[config.mk]
export PLATFORM = sky130hd
export DESIGN_NAME = cas_alarm_status
export DESIGN_NICKNAME = d
export VERILOG_FILES = /design/src/hdl/cas_pkg.sv /design/src/hdl/cas_alarm_status.sv /design/src/hdl/cas_sticky_bit.sv
export SDC_FILE = /design/constraint.sdc
export NUM_CORES = 1
export LEC_CHECK = 0
export ABC_AREA = 1
export ABC_CLOCK_PERIOD_IN_PS = 1400
export BUFFER_PORTS_ARGS = -buffer_cell sky130_fd_sc_hd__clkbuf_2
export CAP_MARGIN = 10
export CORE_UTILIZATION = 48
export CTS_CLUSTER_DIAMETER = 150
export DETAILED_ROUTE_END_ITERATION = 8
export HOLD_SLACK_MARGIN = 0.06
export PLACE_DENSITY = 0.86
export REMOVE_ABC_BUFFERS = 1
export SETUP_SLACK_MARGIN = 0.4
export SYNTH_ARGS = -nofsm -noshare
export SYNTH_HDL_FRONTEND = slang
export SYNTH_HIERARCHICAL = 1
export SYNTH_SLANG_ARGS = --single-unit
[constraint.sdc]
create_clock -name clk -period 1.4 [get_ports clk]
set_clock_uncertainty 0.2 [all_clocks]
set_input_delay 0.14 -clock clk [delete_from_list [all_inputs] [get_ports clk]]
set_output_delay 0.14 -clock clk [all_outputs]
set_load 0.1 [all_outputs]
[src/hdl/cas_pkg.sv]
package cas_pkg;

  // ****************************************************************
  // register map (printed offsets are indices; byte address = 4*index)
  // ****************************************************************
  localparam int          IDX_ALARM_SUMMARY  = 'h2c0; // read-only summary
  localparam int          IDX_ALARM_FLAGS    = 'h2c1; // sticky w1c flags
  localparam int          IDX_ALARM_MASK     = 'h2c2; // alarm mask
  localparam int          IDX_LANE_ALARMS    = 'h2c4; // per-lane w1c
  localparam int          IDX_LINK_CTRL      = 'h2d0; // link enable, mode
  localparam int          IDX_IRQ_STATUS     = 'h2d1; // sticky event bits
  localparam int          IDX_IRQ_CLEAR      = 'h2d2; // write-only clear
  localparam int          IDX_IRQ_ENABLE     = 'h2d3; // irq enable
  localparam int          ADDR_W             = 12;

  // ****************************************************************
  // field positions
  // ****************************************************************
  localparam int          BIT_FIFO           = 5;
  localparam int          BIT_PLL            = 4;
  localparam int          BIT_LINK           = 3;
  localparam int          BIT_REALIGN        = 2;
  localparam int          BIT_NCO            = 1;
  localparam int          BIT_CLK            = 0;
  localparam int          NUM_ALARMS         = 6;
  localparam int          CTRL_LINK_EN       = 0;  // serial_link_enable
  localparam int          CTRL_MODE_66       = 1;  // 1: 64b/66b, 0: 8b/10b
  localparam int          CTRL_CAL_SEL       = 2;  // route summary to pin

  // ****************************************************************
  // reset values
  // ****************************************************************
  localparam logic [5:0]  FLAGS_RESET        = 6'h3f;
  localparam logic [5:0]  MASK_RESET         = 6'h3f;
  localparam logic [15:0] LANE_RESET         = 16'hffff;
  localparam logic [2:0]  CTRL_RESET         = 3'h0;
  localparam logic [5:0]  IRQ_EN_RESET       = 6'h00;

  // ****************************************************************
  // alarm condition inputs from the converter back end
  // ****************************************************************
  typedef struct packed {
    logic [15:0] laneFifoErr;   // per-lane overflow/underflow
    logic        pllUnlocked;   // pll out of lock
    logic        txInDataState; // transmitter in data-encoding state
    logic        linkStart;     // 64b/66b link start pulse
    logic        realignEvent;  // fifo/serializer realignment pulse
    logic        sysrefRealign; // sysref realigned internal clocks
    logic        ncoSync;       // oscillators synchronized
    logic        ncoMismatch;   // channel a/b accumulators differ
    logic        divMismatch;   // channel a/b dividers differ
  } cas_cond_type;

endpackage : cas_pkg

[src/hdl/cas_alarm_status.sv]
// Decided for this implementation: the Avalon-MM slave port.
`timescale 1ns/1ps
// Functional notes
// - lane fifo over/underflow sets bit 5
// - pll out of lock sets bit 4
// - 8b/10b: link enabled, not encoding, sets bit 3
// - 64b/66b: start or realignment sets bit 3
// - sysref clock realignment sets bit 2
// - link disabled, nco synced, or mismatch sets bit 1
// - divider mismatch between channels sets bit 0
// - write one clears flag; reset value 0x3f
// - power-on or soft reset forces flags high
// - link disabled: only clock alarm defined
// - per-lane field records offending fifo lane
// - summary bit high on unmasked set flag
// - mask bit hides flag; masks reset one
// - clearing fifo flag clears per-lane field
module cas_alarm_status (
  input  wire logic                  clk,
  input  wire logic                  rst,
  input  wire logic                  softReset,
  input  wire cas_pkg::cas_cond_type cond,
  input  wire logic [13:0]           avs_address,
  input  wire logic                  avs_read,
  input  wire logic                  avs_write,
  input  wire logic [31:0]           avs_writedata,
  input  wire logic [3:0]            avs_byteenable,
  output logic [31:0]                avs_readdata,
  output logic                       avs_waitrequest,
  output logic                       cal_status_pin,
  output logic                       alarmIrq
);
  import cas_pkg::*;

  // ****************************************************************
  // declarations
  // ****************************************************************
  cas_cond_type  condSync1;        // first stage, only read by stage two
  cas_cond_type  condSync2;        // synchronized alarm conditions
  logic          busy_reg;         // one wait cycle per access
  logic [5:0]    flags;            // alarm_flags
  logic [5:0]    flagSet;          // hardware set terms
  logic [5:0]    flagClr;          // software clear terms
  logic [5:0]    alarm_enable_mask_reg; // alarm mask
  logic [15:0]   lane_reg;         // per_lane_buffer_alarms
  logic [15:0]   lane_next;
  logic [2:0]    ctrl_reg;         // link enable, mode, pin select
  logic          linkEn;           // serial_link_enable
  logic          summary;          // unmasked alarm present
  logic [5:0]    irqStatus;        // sticky event bits
  logic [5:0]    irq_en_reg;       // interrupt enable
  logic [5:0]    flagsPrev_reg;    // for rising-edge events
  logic          lowByte;          // byte lane 0 enabled
  logic          wrHit;            // write accepted this cycle
  logic [11:0]   index;            // register index
  logic          anyRst;           // hard or soft reset

  assign anyRst  = rst | softReset;
  assign index   = avs_address[13:2];
  assign lowByte = avs_byteenable[0];
  assign wrHit   = avs_write & busy_reg;
  assign linkEn  = ctrl_reg[CTRL_LINK_EN];

  // ****************************************************************
  // input synchronizers for external conditions
  // ****************************************************************
  // the back end runs on other clocks, so every condition passes
  // two flops; the alarm flags therefore lag their cause by three cycles
  always_ff @(posedge clk) begin
    if (rst) begin
      condSync1 <= '0;
      condSync2 <= '0;
    end else begin
      condSync1 <= cond;
      condSync2 <= condSync1;
    end
  end

  // ****************************************************************
  // avalon slave handshake: waitrequest low on second cycle
  // ****************************************************************
  // busy marks the answering cycle, so a request still held
  // there is not taken a second time
  always_ff @(posedge clk) begin
    if (rst) begin
      busy_reg <= 1'b0;
    end else if ((avs_read | avs_write) & ~busy_reg) begin
      busy_reg <= 1'b1;            // answer on next edge
    end else begin
      busy_reg <= 1'b0;
    end
  end

  // waitrequest high unless answering
  // registered so that the port comes straight from a flop
  always_ff @(posedge clk) begin
    if (rst) begin
      avs_waitrequest <= 1'b1;
    end else begin
      avs_waitrequest <= ~((avs_read | avs_write) & ~busy_reg);
    end
  end

  // ****************************************************************
  // alarm set conditions
  // ****************************************************************
  always_comb begin
    flagSet = '0;
    flagSet[BIT_FIFO]    = |(condSync2.laneFifoErr);
    flagSet[BIT_PLL]     = condSync2.pllUnlocked;
    if (!ctrl_reg[CTRL_MODE_66]) begin
      flagSet[BIT_LINK]  = linkEn & ~condSync2.txInDataState;
    end else begin
      flagSet[BIT_LINK]  = condSync2.linkStart |
                           condSync2.realignEvent;
    end
    flagSet[BIT_REALIGN] = condSync2.sysrefRealign;
    flagSet[BIT_NCO]     = ~linkEn | condSync2.ncoSync |
                           condSync2.ncoMismatch;
    flagSet[BIT_CLK]     = condSync2.divMismatch;
  end

  // write-one-to-clear of alarm_flags; byte lane 0 carries the bits
  // reserved bits 7:6 are ignored on write
  always_comb begin
    flagClr = '0;
    if (wrHit && lowByte && index == 12'(IDX_ALARM_FLAGS)) begin
      flagClr = avs_writedata[5:0];
    end
  end

  // ****************************************************************
  // sticky flags, one cell per alarm
  // ****************************************************************
  // while the link is disabled the non-clock flags are undefined;
  // here they simply follow their set terms
  genvar g;
  generate
    for (g = 0; g < NUM_ALARMS; g++) begin : gFlag
      cas_sticky_bit #(
        .RESET_VAL (FLAGS_RESET[g])
      ) uFlag (
        .clk     (clk),
        .rst     (anyRst),
        .setIn   (flagSet[g]),
        .clrIn   (flagClr[g]),
        .flagOut (flags[g])
      );
    end
  endgenerate

  // ****************************************************************
  // per-lane fifo alarm field
  // ****************************************************************
  always_comb begin
    lane_next = lane_reg;
    if (wrHit && index == 12'(IDX_LANE_ALARMS)) begin
      if (avs_byteenable[0]) begin
        lane_next[7:0]  = lane_reg[7:0] & ~avs_writedata[7:0];
      end
      if (avs_byteenable[1]) begin
        lane_next[15:8] = lane_reg[15:8] & ~avs_writedata[15:8];
      end
    end
    if (flagClr[BIT_FIFO]) begin
      lane_next = '0;
    end
    // lane errors are or-ed in last, so a persisting error
    // survives a clear in the same cycle
    lane_next = lane_next | condSync2.laneFifoErr;
  end

  // per-lane storage
  always_ff @(posedge clk) begin
    if (anyRst) begin
      lane_reg <= LANE_RESET;
    end else begin
      lane_reg <= lane_next;
    end
  end

  // ****************************************************************
  // mask and control registers
  // ****************************************************************
  always_ff @(posedge clk) begin
    if (anyRst) begin
      alarm_enable_mask_reg <= MASK_RESET;
    end else if (wrHit && lowByte && index == 12'(IDX_ALARM_MASK)) begin
      alarm_enable_mask_reg <= avs_writedata[5:0];
    end
  end

  // link control: enable, coding mode, cal pin select
  // bit 2 only gates the pin; the summary register is always live
  always_ff @(posedge clk) begin
    if (anyRst) begin
      ctrl_reg <= CTRL_RESET;
    end else if (wrHit && lowByte && index == 12'(IDX_LINK_CTRL)) begin
      ctrl_reg <= avs_writedata[2:0];
    end
  end

  // ****************************************************************
  // summary alarm and status pin
  // ****************************************************************
  // masked flags still read back in alarm_flags
  assign summary = |(flags & ~alarm_enable_mask_reg);

  // cal status pin shows the summary when selected
  always_ff @(posedge clk) begin
    if (rst) begin
      cal_status_pin <= 1'b0;
    end else begin
      cal_status_pin <= ctrl_reg[CTRL_CAL_SEL] & summary;
    end
  end

  // ****************************************************************
  // interrupt status: rising edge of each flag is an event
  // ****************************************************************
  // history resets to the flags' own reset value, so no false
  // event follows a hard reset
  always_ff @(posedge clk) begin
    if (rst) begin
      flagsPrev_reg <= FLAGS_RESET;
    end else begin
      flagsPrev_reg <= flags;
    end
  end

  // sticky events; set wins over the write-only clear
  always_ff @(posedge clk) begin
    if (rst) begin
      irqStatus <= '0;
    end else begin
      if (wrHit && lowByte && index == 12'(IDX_IRQ_CLEAR)) begin
        irqStatus <= (irqStatus & ~avs_writedata[5:0]) |
                     (flags & ~flagsPrev_reg);
      end else begin
        irqStatus <= irqStatus | (flags & ~flagsPrev_reg);
      end
    end
  end

  // irq enable register
  // soft reset leaves the interrupt registers alone
  always_ff @(posedge clk) begin
    if (rst) begin
      irq_en_reg <= IRQ_EN_RESET;
    end else if (wrHit && lowByte && index == 12'(IDX_IRQ_ENABLE)) begin
      irq_en_reg <= avs_writedata[5:0];
    end
  end

  // level interrupt output
  always_ff @(posedge clk) begin
    if (rst) begin
      alarmIrq <= 1'b0;
    end else begin
      alarmIrq <= |(irqStatus & irq_en_reg);
    end
  end

  // ****************************************************************
  // read data, registered on the answering edge
  // ****************************************************************
  // reserved upper bits always read as zero
  always_ff @(posedge clk) begin
    if (rst) begin
      avs_readdata <= '0;
    end else if ((avs_read) & ~busy_reg) begin
      case (index)
        12'(IDX_ALARM_SUMMARY): avs_readdata <= {31'h0, summary};
        12'(IDX_ALARM_FLAGS):   avs_readdata <= {26'h0, flags};
        12'(IDX_ALARM_MASK):
          avs_readdata <= {26'h0, alarm_enable_mask_reg};
        12'(IDX_LANE_ALARMS):   avs_readdata <= {16'h0, lane_reg};
        12'(IDX_LINK_CTRL):     avs_readdata <= {29'h0, ctrl_reg};
        12'(IDX_IRQ_STATUS):    avs_readdata <= {26'h0, irqStatus};
        12'(IDX_IRQ_ENABLE):    avs_readdata <= {26'h0, irq_en_reg};
        default:                avs_readdata <= 32'h0; // unmapped reads zero
      endcase
    end
  end

endmodule : cas_alarm_status

[src/hdl/cas_sticky_bit.sv]
`timescale 1ns/1ps
// one sticky flag: hardware set wins over software clear
module cas_sticky_bit #(
  parameter logic RESET_VAL = 1'b1
) (
  input  wire logic clk,
  input  wire logic rst,
  input  wire logic setIn,
  input  wire logic clrIn,
  output logic      flagOut
);

  // ****************************************************************
  // flag storage
  // ****************************************************************
  always_ff @(posedge clk) begin
    if (rst) begin
      flagOut <= RESET_VAL;        // forced after reset
    end else if (setIn) begin
      flagOut <= 1'b1;             // set beats a same-cycle clear
    end else if (clrIn) begin
      flagOut <= 1'b0;
    end
  end

endmodule : cas_sticky_bit

==> impl_summary.log <==
INFO  metric layout.cells.most_common_list = nor2_1, inv_1, dfxtp_1, nand2_1, clkbuf_2
INFO  metric number_of_rows_in_the_core_area = 35
INFO  metric setup_repair_after_global_routing_missed_its_margin = yes
INFO  metric timing.final.ws_setup = -0.265 ns
INFO  metric io-pin-count = 114
INFO  metric routed_wire_length = 17300 um
INFO  metric cts_tree = done
INFO  metric critical_path_depth = 6
INFO  metric crit_path_max_fanout = 8
INFO  metric stdcell_area = 7420 um2
INFO  metric min_period_over_period = 1.19
INFO  metric setup.worst_path.class = flip-flop to flip-flop
INFO  metric placed_cell_area = 5680 um2
INFO  metric num_antenna_cells = 0
INFO  metric critPathCaptureType = flip-flop
INFO  metric setup_viol = 54
INFO  metric first_global_vias = 4906
INFO  metric depth_of_the_worst_register_to_register_path = 6
INFO  metric synthXorXnorAreaFrac = 0
INFO  metric area_share_of_fa_ha_maj_cells_after_synthesis = 0
INFO  metric number_of_antenna_violations_at_the_first_check_in_global_routing = 0
INFO  metric drt_pre_antenna_iters = 7
INFO  metric dominant_combinational_cell_family_by_area_after_synthesis = simple AND/OR/NAND/NOR gates
INFO  metric crit_path_top_delay_cell = dfxtp_4
INFO  metric ctsHtreeMaxLevel = 4
INFO  metric largest_net_degree_at_the_start_of_global_routing = 49
INFO  metric rrSetupSlack = -0.27 ns
INFO  metric hold_fix_buffers_cts = 41
INFO  metric port_buffers = 77
INFO  metric initial_utilization = 0.502
INFO  metric grt_util_all_layers = 0.310
INFO  metric post_synth_instance_area = 4690 um2
INFO  metric maxSlewHeadroom = 0.365
INFO  metric finalHoldWorstSlack = -0.134 ns
INFO  metric fillerInstances = 585
INFO  metric registers_with_the_highest_flip_flop_counts = condSync1 x24, condSync2 x24
INFO  metric async_flop_share = 0
INFO  metric share_of_synthesized_area_occupied_by_flip_flops_and_latches = 0.500
INFO  metric detail_route.iter0.violations = 707
INFO  metric finalMaxSlewViolations = 0
INFO  metric ant_nets = 0
INFO  metric max-vdd-ir-drop = 0.835 mV
INFO  metric grt_overflow_total = 0
INFO  metric synth.ff_latch_count = 117
INFO  metric synth_compound_gate_area_share = 0.0959
INFO  metric final_report_hold_violation_count = 18
INFO  metric later_pin_clock_latency_in_the_skew_report = 0.53 ns
INFO  metric startpoint = busy_reg
INFO  metric worst_r2r_endpoint = lane_reg[14]
INFO  metric worst_stage_delay_on_the_critical_path = 0.37 ns
INFO  metric wire_per_inst = 18.2 um
INFO  metric failed_checks = hold timing, setup timing
INFO  metric avgViaCountPerCell = 5.49
INFO  metric die-area = 10200 um2
INFO  metric maxClockFrequency = 601 MHz
INFO  metric layout_commonest_cell = nor2_1
INFO  metric type_of_the_worst_min_delay_path = input pin to flip-flop
INFO  metric remaining_drc_errors = 0
INFO  metric dominantRegCellSynth = dfxtp_1
INFO  metric run_status = finished with violations
INFO  metric crit_path_cell_chain = nand3_4 > nor2_2 > nand2_2 > buf_4 > nand2_1 > o21ai_1
INFO  metric worstPathRequired = 1.57 ns
INFO  metric worst_ep_arrival_time = 1.84 ns
INFO  metric r2r-start = busy_reg
INFO  metric gp_congestion = 0.848
INFO  metric nets = 888
INFO  metric clockRootBuffer = clkbuf_8
INFO  metric layout_area_growth_over_synthesis = 58.5%
INFO  metric worst_pin_slew = 0.952 ns
INFO  metric clk_transition_reported_paths = 0.06 ns
INFO  metric static-leakage-power = 3.54 nW
INFO  metric cellPowerDensity = 1180 nW/um2
INFO  metric yosys.area_share.simple = 0.273
INFO  metric grt_first_pass_wirelength = 23600 um
INFO  metric synth_cell_type_count = 35
INFO  metric coreArea = 9330 um2
INFO  metric clock-sinks = 117
INFO  metric chipHeight = 101 um
INFO  metric cts_made_buffers = 17
INFO  metric number_of_enable_type_register_cells_in_the_synthesized_netlist = 0
INFO  metric max-cap-violations = 0
INFO  metric synth.yosys.warnings = 6
INFO  metric endpoint = lane_reg[14]
INFO  metric post_synth_inst_count = 620
INFO  metric die_x = 101 um
INFO  metric cpLargestDelayFamily = simple AND/OR/NAND/NOR gates
INFO  metric layout_min_cycle_time = 1.67 ns
INFO  metric clockBufferDepth = 2
INFO  metric crit_path_start_kind = flip-flop
INFO  metric post_synth_mux_area_share = 0
INFO  metric detailroute.via_count = 5219
INFO  metric dp_wirelength = 8300 um
INFO  metric drive_above_1_share = 0.369
INFO  metric post_synth.cell_area_avg = 7.56 um2
INFO  metric worst_path_buf_inv = 1
-- layout make-up --
type	instances	area, um2	share of cell area
clock inverters	13	121	0.0163
flip-flops and latches	117	2400	0.323
clock buffers	19	442	0.0595
repair buffers	191	1790	0.241
inverters	104	398	0.0536
multi-input cells	378	2120	0.285
well taps	129	161	0.0217
-- worst reg2reg max path, stage by stage (launching register included) --
cell,delay [ns]
dfxtp_4,0.37
nand3_4,0.12
nor2_2,0.19
nand2_2,0.16
buf_4,0.21
nand2_1,0.13
o21ai_1,0.13
-- cell usage after synthesis, types with 5 or more instances --
cell type,instances,area share
dfxtp_1,117,0.50
nand2_1,98,0.079
a21oi_1,26,0.028
nor3_1,6,0.0064
clkbuf_1,10,0.0080
nand3_1,41,0.044
nand4_1,7,0.0093
inv_1,101,0.081
buf_4,17,0.027
nor2_1,103,0.083
o21ai_1,9,0.0096
or2_2,6,0.0080
nor2_2,5,0.0067
o21ai_0,26,0.028
buf_2,5,0.0053
o211ai_1,5,0.0080
-- repair_timing --
item | in CTS | in global routing
resized for setup | 115 | 41
gates cloned | 3 | 0
pin swaps | 23 | 17
endpoints found under the hold margin | 104 | 52
setup endpoints to repair | 82 | 84
buffers inserted | 24 | 7
-- worst min-delay path by stage --
stage,from,to,depth (start not counted)
after floorplan,rst,avs_readdata[0],1
after global placement,cond[17],condSync1[17],3
after detailed placement,cond[18],condSync1[18],3
after CTS,softReset,lane_reg[7],4
after global routing,softReset,lane_reg[6],4
final,softReset,lane_reg[7],4
-- cell families (layout without fill, tap and decap cells) --
group,count (synthesis),count (layout)
compound gates,78,78
other cells,1,16
flops,117,117
simple gates,284,284
buf+inv,140,327
-- stage by stage --
stage,util,setup TNS (ns),power (W),cells,setup WS [ns]
6_report,0.796,-4.05,0.00877,951,-0.265
5_1_grt,0.796,-5.62,0.00901,951,-0.344
4_1_cts,0.771,-0.677,0.00861,944,-0.0935
3_5_place_dp,0.609,-10.52,0.00436,844,-0.328
3_3_place_gp,0.609,-8.57,0.00434,844,-0.247
2_1_floorplan,-,-11.88,0.00404,599,-0.415
-- routing by layer --
metal	GRT usage	routed length [um]
met5	0	0
met4	0.215	1300
met3	0.0645	1580
met2	0.534	8430
met1	0.342	6040
-- report_power, final --
part	switching, W	internal (W)
clock network	0.00165	0.00246
logic	0.000736	0.000437
registers	0.0000680	0.00342
Note: power is estimated with default switching activity, not from simulation.
